`config.mk`:
```
export PLATFORM = sky130hd
export DESIGN_NAME = dag_top
export DESIGN_NICKNAME = d
export VERILOG_FILES = /design/src/design/dag_pkg.sv /design/src/design/dag_dec_if.sv /design/src/design/dag_decoder.sv /design/src/design/dag_regfile.sv /design/src/design/dag_top.sv
export SDC_FILE = /design/constraint.sdc
export NUM_CORES = 1
export LEC_CHECK = 0
export ABC_AREA = 0
export BUFFER_PORTS_ARGS = -buffer_cell sky130_fd_sc_hd__buf_2
export CAP_MARGIN = 5
export CELL_PAD_IN_SITES_DETAIL_PLACEMENT = 1
export CELL_PAD_IN_SITES_GLOBAL_PLACEMENT = 1
export CORE_ASPECT_RATIO = 2
export CORE_MARGIN = 8
export CORE_UTILIZATION = 49
export DETAILED_ROUTE_END_ITERATION = 10
export PLACE_DENSITY_LB_ADDON = 0.25
export SLEW_MARGIN = 10
export SYNTH_ARGS = -nofsm -noshare
export SYNTH_HDL_FRONTEND = slang
export SYNTH_SLANG_ARGS = --single-unit
```
`constraint.sdc`:
```
create_clock -name sys_clk_i -period 7.36 [get_ports sys_clk_i]
set_input_delay 0.736 -clock sys_clk_i [delete_from_list [all_inputs] [get_ports sys_clk_i]]
set_output_delay 0.736 -clock sys_clk_i [all_outputs]
set_load 0.02 [all_outputs]
```
`src/design/dag_pkg.sv`:
```
// Shared constants and types of the data address generator
package dag_pkg;
  // ==========================================================
  // Widths
  localparam int DATA_W = 8;
  localparam int ADDR_W = 16;
  localparam int PC_W = 11;
  localparam int NREG = 32;
  localparam int OFS_W = 7;
  // ==========================================================
  // Data space map
  localparam logic [15:0] IO_BASE = 16'h0020;
  localparam logic [15:0] SRAM_BASE = 16'h0060;
  localparam logic [15:0] SRAM_END = 16'h00DF;
  // ==========================================================
  // Pointer pairs, low byte register index
  localparam logic [4:0] PTR_A_LO = 5'h1A;
  localparam logic [4:0] PTR_B_LO = 5'h1C;
  localparam logic [4:0] PTR_C_LO = 5'h1E;
  // ==========================================================
  // Reset values
  localparam logic [10:0] PC_RST = 11'h000;
  localparam logic [7:0] REG_RST = 8'h00;
  // ==========================================================
  // Timing at 10 MHz
  localparam int CLK_NS = 100;
  localparam int SRAM_ACC_CYC = 2;
  localparam int ALU_CYC = 1;
  // ==========================================================
  // Encodings
  typedef enum logic [1:0] {REG_SPACE, IO_SPACE, SRAM_SPACE, NO_SPACE} dag_region_e;
  typedef enum logic [2:0] {AM_DIRECT, AM_IO, AM_DISP, AM_IND, AM_PREDEC, AM_POSTINC} dag_amode_e;
  typedef enum logic [2:0] {OK_NOP, OK_ALU, OK_LOAD, OK_STORE, OK_CONST, OK_IJUMP, OK_RJUMP} dag_opkind_e;
  typedef enum logic [2:0] {ALU_ADD, ALU_SUB, ALU_AND, ALU_OR, ALU_XOR, ALU_MOV} dag_alu_e;
  typedef enum logic [1:0] {PTR_A, PTR_B, PTR_C} dag_ptr_e;
endpackage

```
`src/design/dag_dec_if.sv`:
```
// Carrier between address former and data space decoder
`timescale 1ns/1ns
interface dag_dec_if;
  import dag_pkg::*;
  logic [15:0] addr;
  dag_region_e region;
  logic [6:0] offset;
  modport req (output addr, input region, input offset);
  modport dec (input addr, output region, output offset);
endinterface

```
`src/design/dag_decoder.sv`:
```
// Data space decoder: register file, I/O, SRAM, unmapped
`timescale 1ns/1ns
module dag_decoder
  import dag_pkg::*;
(
  // Decode carrier
  dag_dec_if.dec d
);
  import dag_pkg::*;
  logic [15:0] rel;

  // ==========================================================
  // Region select
  always_comb begin
    rel = 16'h0000;
    if (d.addr < IO_BASE) begin
      d.region = REG_SPACE;
      rel = d.addr;
    end else if (d.addr < SRAM_BASE) begin
      d.region = IO_SPACE;
      rel = d.addr - IO_BASE;
    end else if (d.addr <= SRAM_END) begin
      d.region = SRAM_SPACE;
      rel = d.addr - SRAM_BASE;
    end else begin
      // Above the SRAM nothing answers
      d.region = NO_SPACE;
    end
    d.offset = rel[6:0];
  end
endmodule

```
`src/design/dag_regfile.sv`:
```
// Working register file of 32 bytes with pointer pairs
`timescale 1ns/1ns
module dag_regfile
  import dag_pkg::*;
(
  // Clock and reset
  input wire logic sys_clk_i,
  input wire logic rst_i,
  // Read ports
  input wire logic [4:0] rd_a_idx_i,
  input wire logic [4:0] rd_b_idx_i,
  input wire logic [4:0] rd_c_idx_i,
  output logic [7:0] rd_a_o,
  output logic [7:0] rd_b_o,
  output logic [7:0] rd_c_o,
  // Pointer pairs
  output logic [15:0] ptr_a_o,
  output logic [15:0] ptr_b_o,
  output logic [15:0] ptr_c_o,
  // Data write
  input wire logic we_i,
  input wire logic [4:0] widx_i,
  input wire logic [7:0] wdata_i,
  // Pointer write-back
  input wire logic pwe_i,
  input wire dag_pkg::dag_ptr_e psel_i,
  input wire logic [15:0] pval_i
);
  import dag_pkg::*;
  logic [7:0] regs_r [NREG];
  logic [4:0] plo;

  always_comb begin
    unique case (psel_i)
      PTR_A: plo = PTR_A_LO;
      PTR_B: plo = PTR_B_LO;
      default: plo = PTR_C_LO;
    endcase
  end

  // ==========================================================
  // Storage; a data write wins over a pointer write-back
  for (genvar i = 0; i < NREG; i++) begin : g_reg
    always_ff @(posedge sys_clk_i) begin
      if (rst_i) begin
        regs_r[i] <= REG_RST;
      end else if (we_i && widx_i == 5'(i)) begin
        regs_r[i] <= wdata_i;
      end else if (pwe_i && plo == 5'(i)) begin
        regs_r[i] <= pval_i[7:0];
      end else if (pwe_i && (plo + 5'h01) == 5'(i)) begin
        regs_r[i] <= pval_i[15:8];
      end
    end
  end

  assign rd_a_o = regs_r[rd_a_idx_i];
  assign rd_b_o = regs_r[rd_b_idx_i];
  assign rd_c_o = regs_r[rd_c_idx_i];
  // Lower register of each pair is the low byte
  assign ptr_a_o = {regs_r[PTR_A_LO + 5'h01], regs_r[PTR_A_LO]};
  assign ptr_b_o = {regs_r[PTR_B_LO + 5'h01], regs_r[PTR_B_LO]};
  assign ptr_c_o = {regs_r[PTR_C_LO + 5'h01], regs_r[PTR_C_LO]};

  rf_write_a: assert property (@(posedge sys_clk_i) disable iff (rst_i)
    we_i |=> regs_r[$past(widx_i)] == $past(wdata_i))
    else $error("register write lost");
endmodule

```
`src/design/dag_top.sv`:
```
// Data address generator: operand addressing, data space access, program flow
`timescale 1ns/1ns
module dag_top
  import dag_pkg::*;
(
  // Clock and reset
  input wire logic sys_clk_i,
  input wire logic rst_i,
  // Operation request
  input wire logic op_valid_i,
  input wire dag_pkg::dag_opkind_e op_kind_i,
  input wire dag_pkg::dag_amode_e amode_i,
  input wire dag_pkg::dag_ptr_e ptr_sel_i,
  input wire dag_pkg::dag_alu_e alu_func_i,
  input wire logic [4:0] dest_reg_index_i,
  input wire logic [4:0] src_reg_index_i,
  input wire logic [5:0] disp_i,
  input wire logic [5:0] io_num_i,
  input wire logic [15:0] direct_addr_i,
  input wire logic [10:0] rel_off_i,
  output logic busy_o,
  // Program fetch
  output logic [10:0] prog_addr_o,
  input wire logic [15:0] prog_data_i,
  output logic [15:0] instr_o,
  output logic instr_valid_o,
  // Constant read port of program memory
  output logic [14:0] const_addr_o,
  input wire logic [15:0] const_data_i,
  // I/O space
  output logic [5:0] io_addr_o,
  output logic io_re_o,
  output logic io_we_o,
  output logic [7:0] io_wdata_o,
  input wire logic [7:0] io_rdata_i,
  // Internal data SRAM
  output logic [6:0] sram_addr_o,
  output logic sram_re_o,
  output logic sram_we_o,
  output logic [7:0] sram_wdata_o,
  input wire logic [7:0] sram_rdata_i
);
  import dag_pkg::*;

  typedef enum logic [0:0] {ST_IDLE, ST_MEM} dag_state_e;

  dag_state_e state_r;
  dag_region_e region_r;
  dag_opkind_e kind_r;
  logic [6:0] ofs_r;
  logic [4:0] dest_r;
  logic [7:0] st_data_r;
  logic byte_hi_r;
  logic [10:0] pc_r;
  logic [15:0] instr_r;
  logic instr_valid_r;

  logic [7:0] rd_a, rd_b, rd_c;
  logic [15:0] ptr_a, ptr_b, ptr_c, ptr_cur, ea, ptr_wb;
  logic accept, mem_op, jump, adv, ptr_we;
  logic rf_we;
  logic [4:0] rf_widx;
  logic [7:0] rf_wdata, alu_res, ld_data;

  dag_dec_if dec ();

  // ==========================================================
  // Submodules
  dag_decoder u_dec (
    .d (dec)
  );

  dag_regfile u_rf (
    .sys_clk_i (sys_clk_i),
    .rst_i (rst_i),
    .rd_a_idx_i (dest_reg_index_i),
    .rd_b_idx_i (src_reg_index_i),
    .rd_c_idx_i (ofs_r[4:0]),
    .rd_a_o (rd_a),
    .rd_b_o (rd_b),
    .rd_c_o (rd_c),
    .ptr_a_o (ptr_a),
    .ptr_b_o (ptr_b),
    .ptr_c_o (ptr_c),
    .we_i (rf_we),
    .widx_i (rf_widx),
    .wdata_i (rf_wdata),
    .pwe_i (ptr_we),
    .psel_i (ptr_sel_i),
    .pval_i (ptr_wb)
  );

  // ==========================================================
  // Request acceptance
  assign accept = op_valid_i && state_r == ST_IDLE && instr_valid_r;
  assign mem_op = op_kind_i == OK_LOAD || op_kind_i == OK_STORE || op_kind_i == OK_CONST;
  assign jump = op_kind_i == OK_IJUMP || op_kind_i == OK_RJUMP;

  // ==========================================================
  // Operand address forming
  always_comb begin
    unique case (ptr_sel_i)
      PTR_A: ptr_cur = ptr_a;
      PTR_B: ptr_cur = ptr_b;
      default: ptr_cur = ptr_c;
    endcase
  end

  always_comb begin
    unique case (amode_i)
      AM_DIRECT: ea = direct_addr_i;
      AM_IO: ea = IO_BASE + {10'h000, io_num_i};
      // Only ptr_b and ptr_c carry a displacement; wraps at 16 bits
      AM_DISP: ea = ((ptr_sel_i == PTR_C) ? ptr_c : ptr_b) + {10'h000, disp_i};
      AM_IND: ea = ptr_cur;
      AM_PREDEC: ea = ptr_cur - 16'h0001;
      default: ea = ptr_cur;
    endcase
  end

  assign dec.addr = ea;

  // Write-back of the moved pointer, modulo 2^16
  assign ptr_wb = (amode_i == AM_PREDEC) ? ptr_cur - 16'h0001 : ptr_cur + 16'h0001;
  assign ptr_we = accept && (op_kind_i == OK_LOAD || op_kind_i == OK_STORE)
    && (amode_i == AM_PREDEC || amode_i == AM_POSTINC);

  // ==========================================================
  // Register ALU, done within the accepting cycle
  always_comb begin
    unique case (alu_func_i)
      ALU_ADD: alu_res = rd_a + rd_b;
      ALU_SUB: alu_res = rd_a - rd_b;
      ALU_AND: alu_res = rd_a & rd_b;
      ALU_OR: alu_res = rd_a | rd_b;
      ALU_XOR: alu_res = rd_a ^ rd_b;
      default: alu_res = rd_b;
    endcase
  end

  always_comb begin
    unique case (region_r)
      REG_SPACE: ld_data = rd_c;
      IO_SPACE: ld_data = io_rdata_i;
      SRAM_SPACE: ld_data = sram_rdata_i;
      default: ld_data = 8'h00;
    endcase
  end

  // ==========================================================
  // Register file write select
  always_comb begin
    rf_we = 1'b0;
    rf_widx = dest_reg_index_i;
    rf_wdata = alu_res;
    if (accept && op_kind_i == OK_ALU) begin
      rf_we = 1'b1;
    end else if (state_r == ST_MEM && kind_r == OK_LOAD) begin
      rf_we = 1'b1;
      rf_widx = dest_r;
      rf_wdata = ld_data;
    end else if (state_r == ST_MEM && kind_r == OK_CONST) begin
      rf_we = 1'b1;
      rf_widx = dest_r;
      rf_wdata = byte_hi_r ? const_data_i[15:8] : const_data_i[7:0];
    end else if (state_r == ST_MEM && kind_r == OK_STORE && region_r == REG_SPACE) begin
      rf_we = 1'b1;
      rf_widx = ofs_r[4:0];
      rf_wdata = st_data_r;
    end
  end

  // ==========================================================
  // Access sequencer: memory operations hold two cycles
  always_ff @(posedge sys_clk_i) begin
    if (rst_i) begin
      state_r <= ST_IDLE;
    end else if (accept && mem_op) begin
      state_r <= ST_MEM;
    end else begin
      state_r <= ST_IDLE;
    end
  end

  always_ff @(posedge sys_clk_i) begin
    if (rst_i) begin
      region_r <= NO_SPACE;
      kind_r <= OK_NOP;
      ofs_r <= 7'h00;
      dest_r <= 5'h00;
      st_data_r <= 8'h00;
      byte_hi_r <= 1'b0;
    end else if (accept && mem_op) begin
      region_r <= dec.region;
      kind_r <= op_kind_i;
      ofs_r <= dec.offset;
      dest_r <= dest_reg_index_i;
      st_data_r <= rd_b;
      byte_hi_r <= ptr_c[0];
    end
  end

  assign busy_o = (state_r == ST_MEM);

  // ==========================================================
  // Strobes to I/O, SRAM and constant port
  always_ff @(posedge sys_clk_i) begin
    if (rst_i) begin
      io_addr_o <= 6'h00;
      io_re_o <= 1'b0;
      io_we_o <= 1'b0;
      io_wdata_o <= 8'h00;
      sram_addr_o <= 7'h00;
      sram_re_o <= 1'b0;
      sram_we_o <= 1'b0;
      sram_wdata_o <= 8'h00;
      const_addr_o <= 15'h0000;
    end else begin
      io_re_o <= 1'b0;
      io_we_o <= 1'b0;
      sram_re_o <= 1'b0;
      sram_we_o <= 1'b0;
      if (accept && (op_kind_i == OK_LOAD || op_kind_i == OK_STORE)) begin
        // Unmapped addresses raise no strobe at all
        if (dec.region == IO_SPACE) begin
          io_addr_o <= dec.offset[5:0];
          io_re_o <= op_kind_i == OK_LOAD;
          io_we_o <= op_kind_i == OK_STORE;
          io_wdata_o <= rd_b;
        end else if (dec.region == SRAM_SPACE) begin
          sram_addr_o <= dec.offset;
          sram_re_o <= op_kind_i == OK_LOAD;
          sram_we_o <= op_kind_i == OK_STORE;
          sram_wdata_o <= rd_b;
        end
      end
      if (accept && op_kind_i == OK_CONST) begin
        const_addr_o <= ptr_c[15:1];
      end
    end
  end

  // ==========================================================
  // Program counter and prefetch
  assign adv = !instr_valid_r || state_r == ST_MEM || (accept && !mem_op && !jump);

  always_ff @(posedge sys_clk_i) begin
    if (rst_i) begin
      pc_r <= PC_RST;
      instr_r <= 16'h0000;
      instr_valid_r <= 1'b0;
    end else if (accept && op_kind_i == OK_IJUMP) begin
      pc_r <= ptr_c[10:0];
      instr_valid_r <= 1'b0;
    end else if (accept && op_kind_i == OK_RJUMP) begin
      // pc_r already leads the executing word by one
      pc_r <= pc_r + rel_off_i;
      instr_valid_r <= 1'b0;
    end else if (adv) begin
      pc_r <= pc_r + 11'h001;
      instr_r <= prog_data_i;
      instr_valid_r <= 1'b1;
    end
  end

  assign prog_addr_o = pc_r;
  assign instr_o = instr_r;
  assign instr_valid_o = instr_valid_r;

  // ==========================================================
  // Checks
  sram_two_a: assert property (@(posedge sys_clk_i) disable iff (rst_i)
    (accept && (op_kind_i == OK_LOAD || op_kind_i == OK_STORE) && dec.region == SRAM_SPACE)
    |=> (sram_re_o || sram_we_o) && busy_o ##1 !(sram_re_o || sram_we_o) && !busy_o)
    else $error("sram access not two cycles");

  map_split_a: assert property (@(posedge sys_clk_i) disable iff (rst_i)
    (dec.addr >= SRAM_BASE && dec.addr <= SRAM_END) == (dec.region == SRAM_SPACE))
    else $error("sram window decoded wrong");

  unmapped_quiet_a: assert property (@(posedge sys_clk_i) disable iff (rst_i)
    (accept && mem_op && dec.region == NO_SPACE)
    |=> !(sram_re_o || sram_we_o || io_re_o || io_we_o) && (kind_r != OK_LOAD || rf_wdata == 8'h00))
    else $error("unmapped access not ignored");

  predec_addr_a: assert property (@(posedge sys_clk_i) disable iff (rst_i)
    (accept && op_kind_i == OK_LOAD && amode_i == AM_PREDEC && dec.region == SRAM_SPACE)
    |=> sram_addr_o == 7'($past(ptr_cur) - 16'h0001 - SRAM_BASE))
    else $error("pre-decrement address wrong");

  postinc_wb_a: assert property (@(posedge sys_clk_i) disable iff (rst_i)
    (accept && op_kind_i == OK_STORE && amode_i == AM_POSTINC && ptr_sel_i == PTR_A)
    |=> ptr_a == $past(ptr_cur) + 16'h0001)
    else $error("post-increment write-back wrong");

  rel_jump_a: assert property (@(posedge sys_clk_i) disable iff (rst_i)
    (accept && op_kind_i == OK_RJUMP)
    |=> pc_r == $past(pc_r) + $past(rel_off_i) && !instr_valid_o)
    else $error("relative target wrong");

  ind_jump_a: assert property (@(posedge sys_clk_i) disable iff (rst_i)
    (accept && op_kind_i == OK_IJUMP) |=> pc_r == 11'($past(ptr_c)))
    else $error("indirect target wrong");

  const_addr_a: assert property (@(posedge sys_clk_i) disable iff (rst_i)
    (accept && op_kind_i == OK_CONST) |=> const_addr_o == 15'($past(ptr_c) >> 1) && busy_o)
    else $error("constant word address wrong");

  fetch_step_a: assert property (@(posedge sys_clk_i) disable iff (rst_i)
    (accept && op_kind_i == OK_ALU) |=> pc_r == $past(pc_r) + 11'h001 && instr_valid_o && !busy_o)
    else $error("fetch did not overlap execute");
endmodule

```
==> impl.org, run 1 <==
** Outcome
- The flow ran to the end, and the final reports show no timing, DRC or antenna violations.

** Synth
- By instance count, the leading cell after synthesis is nor2_1.
- The share of synthesized area in the top cell type comes to 0.327.
- For this run, asynchronously set or reset flops after synthesis account for 0.
- Share of synthesized area occupied by flip-flops and latches :: 0.418
- Yosys printed 0 warnings.
- Of the total synthesized cell area, the portion taken by XOR and XNOR cells is 0.0170.
- Portion of netlist area occupied by mux cells :: 0.263
- Post-synthesis net count :: 2290
- Number of cells produced by synthesis :: 2134
- The synthesized design contains 256 enable-type register cells.
- The complex-gate fraction of the synthesized area came to 0.102.
- Most common flop cell mapped by yosys :: edfxtp_1
- edfxtp_1 takes more of the synthesized area than any other cell.
- After synthesis the cells add up to 23500 um2.
- Fraction of the mapped netlist area in simple logic gates :: 0.137
- Of the total synthesized cell area, the portion taken by full adders, half adders and majority gates is 0.0249.
- After synthesis, the mean cell area works out to 11.0 um2.
- By area, the combinational part of the netlist is dominated by multiplexers.
- Synth cell count leaders :: nor2_1 (338), edfxtp_1 (256), mux4_2 (209)
- Register bit count reported by yosys :: 362
- After synthesis, the cell types taking the most area are edfxtp_1 (33%), mux4_2 (20%), dfxtp_1 (9.0%), mux2i_1 (5.5%), nor2_1 (5.4%).
- In this run, distinct cell masters in the synthesized netlist total 78.

** Cells and area
- After the last flow step, the layout net total stands at 2406.
- Syn-to-layout area delta :: 11.8%
- Finished Layout Cells :: 2915
- Of the cells placed in the final design, the portion with a size suffix greater than 1 is 0.242.
- The finished cells cover 26300 um2.
- Utilization of the core after routing :: 0.555

** Clocking
- Clock tree from TritonCTS :: built
- After clock tree synthesis, the clock-pin slew on the worst setup and hold paths is 70 ps.
- Hold repair after CTS inserted 0 buffers.
- Number of gates given a new drive strength after cts :: 0
- CTS Root Buffer Type :: clkbuf_16
- CTS built an H-tree with a depth of 2.
- In this run the post-CTS setup repair buffer count came out at 0.
- Cts bufs inserted :: 35
- The clock passes through at most 3 buffers.
- Sinks on the clock net :: 362
- The clock reaches the later pin of the worst-skew pair after 570 ps.

** Worst setup path
- STA classifies the critical path endpoint as a flop.
- Along the worst path, the maximum fanout reaches 40.
- Worst Path Class, Setup :: input port to flop
- Critical Path RT :: 7630 ps
- Critical path startpoint category :: input port
- STA puts the critical path data arrival time at 6230 ps.

** Global route
- Global-route congestion overflow total :: 0
- The number of antenna violations at the first check in global routing came to 15.
- Pin count of the biggest net entering global routing :: 50
- The first global-routing pass estimated 154000 um of wire.
- Overall routing resource usage :: 0.390
- The via count of the first global-routing pass is 21508.

** Place
- The count of buffers added on input and output ports is 187.
- At the end of routability-driven placement, the weighted congestion stood at 1.07.
- Final HPWL DP :: 81100 um
- Placed cell count :: 2845
- Placed cell area :: 25100 um2

** Floorplan
- I/O pin count :: 188
- Num rows :: 113
- Area of the die :: 55600 um2
- The initial utilization of the core area, before any placement, comes to 0.496.
- The die is 326 um tall.
- Horizontal die dimension :: 171 um
- The core region is 47400 um2.

** Worst hold path
- The worst hold path belongs to the class input port to flop.

** Timing
- Setup violators final :: 0
- Based on the critical path, the design can be clocked at up to 168 MHz.
- Final count of hold timing violations :: 0
- Headroom to the max-slew limit came out at 0.177.
- At the pin with the least slew margin, the transition time is 1220 ps.
- Unrepaired setup endpoints after global routing :: no
- Final Skew :: 33.4 ps
- Final worst path period need :: 5970 ps
- Share of the cycle needed by the critical path after routing :: 0.811
- The max-slew violation total from the final report was 0.
- In the final timing run, aggregate negative setup slack is 0 ps.

** Detailed routing
- Total DRC errors in the routed layout :: 0
- The detailed router placed 20770 vias in this run.
- Wire length per cell :: 37.2 um
- DR iter-0 viols :: 2361
- Summed over all layers, the routed wires come to 108000 um.
- Antenna Nets Post-Route :: 0
- The pre-antenna-repair detailed-routing pass consisted of 7 iterations.
- Dividing the detail-routed via count by the number of cells gives 7.13.

** Power and ir drop
- Internal power consumption :: 3.71 mW
- Of the total power, registers draw 0.430.
- Relative contribution of the clock network to total power :: 0.360
- The share of total power dissipated in combinational logic is 0.209.
- For this design the ratio of total power to cell area is 206 nW/um2.
- Of the total power, the share spent switching nets is 0.316.
- Worst IR Drop VDD :: 0.000182 V
- Leakage power :: 9.86 nW
- Summed over all nets, the switching power comes to 1.71 mW.

** Job
- Max-cap violations in this run came to 0.
[area by class of cell]
| class | count | area (um2) |
|---|---|---|
| Multi-Input combinational cell | 1555 | 12900 |
| Timing Repair Buffer | 249 | 1420 |
| Inverter | 47 | 176 |
| Fill cell | 5040 | 21100 |
| Clock inverter | 19 | 230 |
| Sequential cell | 362 | 9810 |
| Tap cell | 632 | 791 |
| Clock buffer | 44 | 961 |
| Antenna cell | 7 | 17.5 |
[sequential cells by signal, indices dropped and copies added (netlist names), named ones only]
register,cells
kind_r,3
sram_we_o,1
sram_addr_o,7
ofs_r,5
io_wdata_o,8
sram_re_o,1
busy_o,1
dest_r,5
const_addr_o,15
st_data_r,8
instr_valid_o,1
io_we_o,1
region_r,2
io_addr_o,6
byte_hi_r,1
io_re_o,1
u_rf.regs_r,256
sram_wdata_o,8
prog_addr_o,11
instr_o,16
[per-layer routing]
layer  vias to the layer above  part of all wire  track usage  wire [um]
met5                         -           0.00098            0        106
met4                        16              0.11        0.341      11900
met3                       504              0.10        0.103      11300
met2                      1495              0.49        0.657      52900
met1                     10419              0.30        0.389      32200
li1                       8336                 -            -          -
[power groups by stage]
stage                     clock [mW]  combinational (mW)  sequential (mW)
after CTS                       1.95                1.09             2.32
after global routing            2.01                1.18             2.33
after global placement             0                1.06             2.36
after floorplan                    0               0.671             2.33
final                           1.95                1.13             2.33
after detailed placement           0                1.09             2.37
[worst max-delay path, cell delays in order]
cell and delay [ps]:
buf_4 570, mux4_2 590, a22oi_1 840, and4_1 730, and3_1 300, nor2_1 70
xnor2_1 140, ha_1 310, inv_1 60, a21o_1 160, nor2b_1 140, o21ai_0 210
xnor3_1 470, a31oi_4 190, buf_4 420, o22ai_1 160
[per-stage QoR]
| stage | power, mW | hold WS (ps) | worst slack, ps |
|---|---|---|---|
| 3_5_place_dp | 3.45 | 454 | 1080 |
| 4_1_cts | 5.37 | 419 | 1620 |
| 6_report | 5.42 | 423 | 1390 |
| 2_1_floorplan | 3.00 | 432 | 1660 |
| 3_3_place_gp | 3.42 | 439 | 1220 |
| 5_1_grt | 5.52 | 447 | 1110 |
[worst paths after layout]
check	cells past startpoint	slack [ps]	end	startpoint
min reg2reg	2	460	dest_r[2]	dest_r[2]
max	16	1390	u_rf.regs_r[29][7]	src_reg_index_i[1]
max reg2reg	15	1880	u_rf.regs_r[29][7]	u_rf.regs_r[1][3]
min	3	420	instr_o[6]	prog_data_i[6]
[layout by cell type (no fill, tap or decap), types with 8 or more instances in the layout]
cell type / netlist / routed
nand3_1: 48 / 48
buf_2: 20 / 185
buf_4: 8 / 63
o22ai_1: 58 / 58
nand2b_1: 14 / 14
and2_1: 17 / 17
clkbuf_16: 0 / 36
inv_1: 46 / 45
xnor2_1: 29 / 29
and3_1: 11 / 11
a31oi_1: 14 / 14
o211ai_1: 8 / 8
nor2_1: 338 / 338
nor2b_1: 16 / 16
o21a_1: 14 / 14
edfxtp_1: 256 / 256
xor2_1: 14 / 14
nand4_1: 9 / 9
a22oi_1: 28 / 28
o21ai_0: 82 / 77
mux4_2: 209 / 209
mux2i_1: 129 / 129
dfxtp_1: 106 / 104
mux2_2: 14 / 14
a21oi_1: 75 / 72
a211oi_1: 23 / 23
o21ai_1: 6 / 8
nor3_1: 33 / 32
nand2_1: 205 / 205
ha_1: 42 / 42
[cell families after synthesis]
kind of cell / Yosys count
xor+xnor: 44
mux: 354
simple gates: 737
flops: 362
buf+inv: 217
compound gates: 375
fa+ha+maj: 45
Power figures use the tool's default switching activity.
==> run 2, diff against run 1 <==
--- a/config.mk
+++ b/config.mk
@@ -5,14 +5,14 @@
 export SDC_FILE = /design/constraint.sdc
 export NUM_CORES = 1
 export LEC_CHECK = 0
-export ABC_AREA = 0
+export ABC_AREA = 1
 export BUFFER_PORTS_ARGS = -buffer_cell sky130_fd_sc_hd__buf_2
 export CAP_MARGIN = 5
 export CELL_PAD_IN_SITES_DETAIL_PLACEMENT = 1
 export CELL_PAD_IN_SITES_GLOBAL_PLACEMENT = 1
 export CORE_ASPECT_RATIO = 2
 export CORE_MARGIN = 8
-export CORE_UTILIZATION = 49
+export CORE_UTILIZATION = 45
 export DETAILED_ROUTE_END_ITERATION = 10
 export PLACE_DENSITY_LB_ADDON = 0.25
 export SLEW_MARGIN = 10
==> constraint.sdc (replaced) <==
create_clock -name sys_clk_i -period 5.85 [get_ports sys_clk_i]
set_input_delay 0.585 -clock sys_clk_i [delete_from_list [all_inputs] [get_ports sys_clk_i]]
set_output_delay 0.585 -clock sys_clk_i [all_outputs]
set_load 0.02 [all_outputs]
==> run 2 against run 1 <==
Net effect:
- worst setup slack got worse by 470 ps
- design area increased by 8.5%
- combinational power is 49% higher
- first-iteration DRC count up 51%
- power up 31%
- global-route usage fell by 3.2 points
==> impl.org, run 2 <==
** Outcome
- Result of the run :: complete, no violations

** Timing
- Post-route worst setup slack :: 920 ps
- Unrepaired setup endpoints after global routing :: no
- Upper clock frequency limit :: 203 MHz
- Final count of hold timing violations :: 0
- Setup violations remaining at the end of the flow were counted as 0.
- Worst hold slack across all endpoints :: 267 ps
- Transition at the pin with the smallest max-transition slack :: 1030 ps
- Setup total negative slack on the finished layout was measured at 0 ps.
- Of the available clock period, the critical path in the final layout requires 0.843.
- Between clock sinks in the finished design, the worst skew comes to 32.5 ps.
- Final worst path period need :: 4930 ps
- Worst slew margin :: 0.311
- Number of pins exceeding their max-slew limit in the final report :: 0

** Worst setup path
- Arr. time, crit path :: 5230 ps
- Number of cell instances on the worst register-to-register path :: 24
- On the critical path, the stage with the largest delay is an instance of buf_4.
- Setup slack on the worst reg-to-reg path comes out at 1180 ps.
- Critical Path RT :: 6150 ps
- Along the worst path, the maximum fanout reaches 56.
- By instance count, the cell type seen most on the critical path is nand2_1.
- Worst setup path startpoint :: src_reg_index_i[0]
- Stage delay of the slowest cell on the critical path :: 520 ps
- The worst register-to-register path begins at u_rf.regs_r[27][5].
- STA classifies the critical path endpoint as a flop.
- Critical path startpoint category :: input port
- In this run the critical register-to-register path is captured at u_rf.regs_r[16][7].
- Following the worst setup path forward leads to its endpoint at u_rf.regs_r[14][5].
- The setup path with the least slack is of type input port to flop.

** Place
- Number of buffer cells added on primary ports :: 187
- OpenSTA, run right after detailed placement, puts the worst setup slack at 471 ps.
- Routability Congestion :: 0.973
- Placed cell area :: 27300 um2
- Final HPWL DP :: 85600 um
- In this run, placement finished with an instance count of 4518.

** Detailed routing
- Once detail routing completed, the nets flagged for antenna violations numbered 0.
- DR iter-0 viols :: 3569
- For this run, design rule violations remaining after detail routing come to 0.
- After detailed routing, the total wire length is 120000 um.
- In the routed layout, each cell is associated on average with a via count of 6.27.
- Wire length per cell :: 26.1 um
- Before antenna repair, the detailed router went through 8 iterations.
- The routed layout has 28706 vias.

** Clocking
- The later pin in the worst-skew pair is clocked with a latency of 570 ps.
- CTS H-tree lvls :: 2
- Number of hold-repair buffers added at the cts stage :: 0
- Clock tree from TritonCTS :: built
- CTS Root Buffer Type :: clkbuf_16
- For this design, the sink count on the clock tree is 362.
- Cts bufs inserted :: 36
- Number of post-CTS setup repair buffers :: 0
- Once the clock tree was built, the resizer swapped 0 gates to a different size.
- Clock Tree Buf Depth :: 3
- Post-CTS clock slew at the launch and capture registers of the worst setup and hold paths :: 70 ps

** Cells and area
- Once layout is done, the placed cells without fillers occupy 28500 um2.
- The register with the most flip-flops in the layout has 256 of them.
- Multi-input gate area :: 13600 um2
- Syn-to-layout area delta :: 11.2%
- Across the whole layout, storage elements account for 9810 um2.
- Most common cell after layout, fill and taps aside :: nand2_1
- At the end of the flow the core is filled with cells to 0.502.
- Leading cell types in the layout, fill and taps excluded :: nand2_1 (885), nor2_1 (638), o21ai_0 (390)
- Leaving out filler cells and counting taps, the final layout contains 4581.
- Ranked by flip-flop count, first place goes to u_rf.regs_r.
- The filler cells instantiated in the layout total 7501.
- Final-stage net count :: 3956
- Share of final-layout standard cells stronger than drive strength 1 :: 0.112

** Synth
- Synth cell count leaders :: nand2_1 (885), nor2_1 (638), o21ai_0 (390)
- Dividing the synthesized area by the synthesized cell count gives 6.86 um2.
- Counting flops and latches in the post-synthesis netlist gives 362.
- Dominant cell type by area after synthesis :: edfxtp_1
- Synthesis produced a netlist with a net count of 3894.
- The Yosys step of the flow raised 0 warnings.
- Counting flops with a built-in enable in the synthesized netlist gives 256.
- Yosys attributes the largest share of cell area to edfxtp_1 (30%), nand2_1 (13%), nor2_1 (9.3%), dfxtp_1 (8.3%), o21ai_0 (7.6%).
- Of the post-synthesis cell area, the dominant cell type holds 0.300.
- Counting every instance in the synthesized netlist gives 3738.
- Async set-reset flop share out of synthesis :: 0
- Mapped cell area :: 25600 um2
- Most common flop cell mapped by yosys :: edfxtp_1
- Yosys instantiated no cell more often than nand2_1.
- Share of synthesized area occupied by flip-flops and latches :: 0.383
- Distinct cell type count of the synthesized netlist :: 67

** Power and ir drop
- After layout, the design draws a total of 7.10 mW.
- Power density normalized to cell area :: 249 nW/um2
- In this run the static leakage power is 12.3 nW.
- Across the VDD grid, the largest voltage drop is 0.000262 V.

** Floorplan
- For this configuration, the core starts out at a cell density of 0.451.
- The floorplan has 124 rows.
- Horizontal die dimension :: 185 um
- I/O pin count :: 188
- After floorplanning, the core was sized to cover 56800 um2.
- Area of the die :: 65300 um2
- Y dimension of the die :: 354 um

** Global route
- Via count of the first global-routing pass :: 28548
- For this run, the total global-route usage over all layers was measured as 0.358.
- The total overflow left after global routing is 0.
- Entering global routing, the biggest net connects 95 pins.
- Wire length of the first global-routing pass :: 178000 um
- The number of antenna violations at the first check in global routing came to 2.

** Worst hold path
- Along the worst hold path, the cell count comes to 3.
- In this run the worst hold path is classified as input port to flop.

** Job
- Max_cap viols :: 0
-- run 2: cell types whose count changed in the layout (fill, tap and decap cells not counted), sizes merged, moves of 127 or more --
cell,change
nand2,+699
nor2,+319
o21ai,+316
nand3,+292
inv,+258
mux4,-209
mux2i,-127
-- run 2: worst max-delay path: cells and delay by family --
kind	cells	cell delay (ps)
AOI/OAI and AO/OA	4	550
xor gates and xnor gates	1	130
adders and majority gates	2	560
buffers and inverters	7	1180
and+or+nand+nor	17	2170
-- run 2: routing by layer --
metal / vias to the layer above / share of wire / GRT usage
met5: - / 0 / 0
met4: 0 / 0.064 / 0.200
met3: 401 / 0.11 / 0.0748
met2: 1715 / 0.46 / 0.562
met1: 13939 / 0.38 / 0.451
li1: 12651 / - / -
-- run 2: layout make-up --
cell class                      instances  area share
Multi-Input combinational cell       2821       0.477
Sequential cell                       362       0.344
Timing Repair Buffer                  259      0.0608
Inverter                              320      0.0424
Clock buffer                           41      0.0334
Tap cell                              756      0.0332
Clock inverter                         20     0.00874
Antenna cell                            2    0.000176
-- run 2: cell families (layout without fill, tap and decap cells) --
kind of cell,count (synthesis),in the layout,share of synthesized area
buffers and inverters,555,640,0.0883
other,0,2,0
AND/OR/NAND/NOR,1957,1957,0.321
XOR/XNOR,16,16,0.00547
AO/OA/AOI/OAI,799,799,0.178
adder cells (fa/ha/maj),45,45,0.0228
flip-flops,362,362,0.383
multiplexers,4,4,0.00166
-- run 2: where the power goes --
group / internal [mW] / total [mW] / switching [mW]
clock: 1.40 / 2.48 / 1.08
sequential: 2.83 / 2.93 / 0.105
combinational: 0.468 / 1.68 / 1.21
-- run 2: worst min path at each step --
stage                               start          end  slack, ps
after floorplan                 kind_r[1]    kind_r[1]        440
after global placement          kind_r[1]    kind_r[1]        450
after detailed placement        kind_r[1]    kind_r[1]        460
after CTS                 prog_data_i[15]  instr_o[15]        250
after global routing       prog_data_i[3]   instr_o[3]        270
final                     prog_data_i[15]  instr_o[15]        270
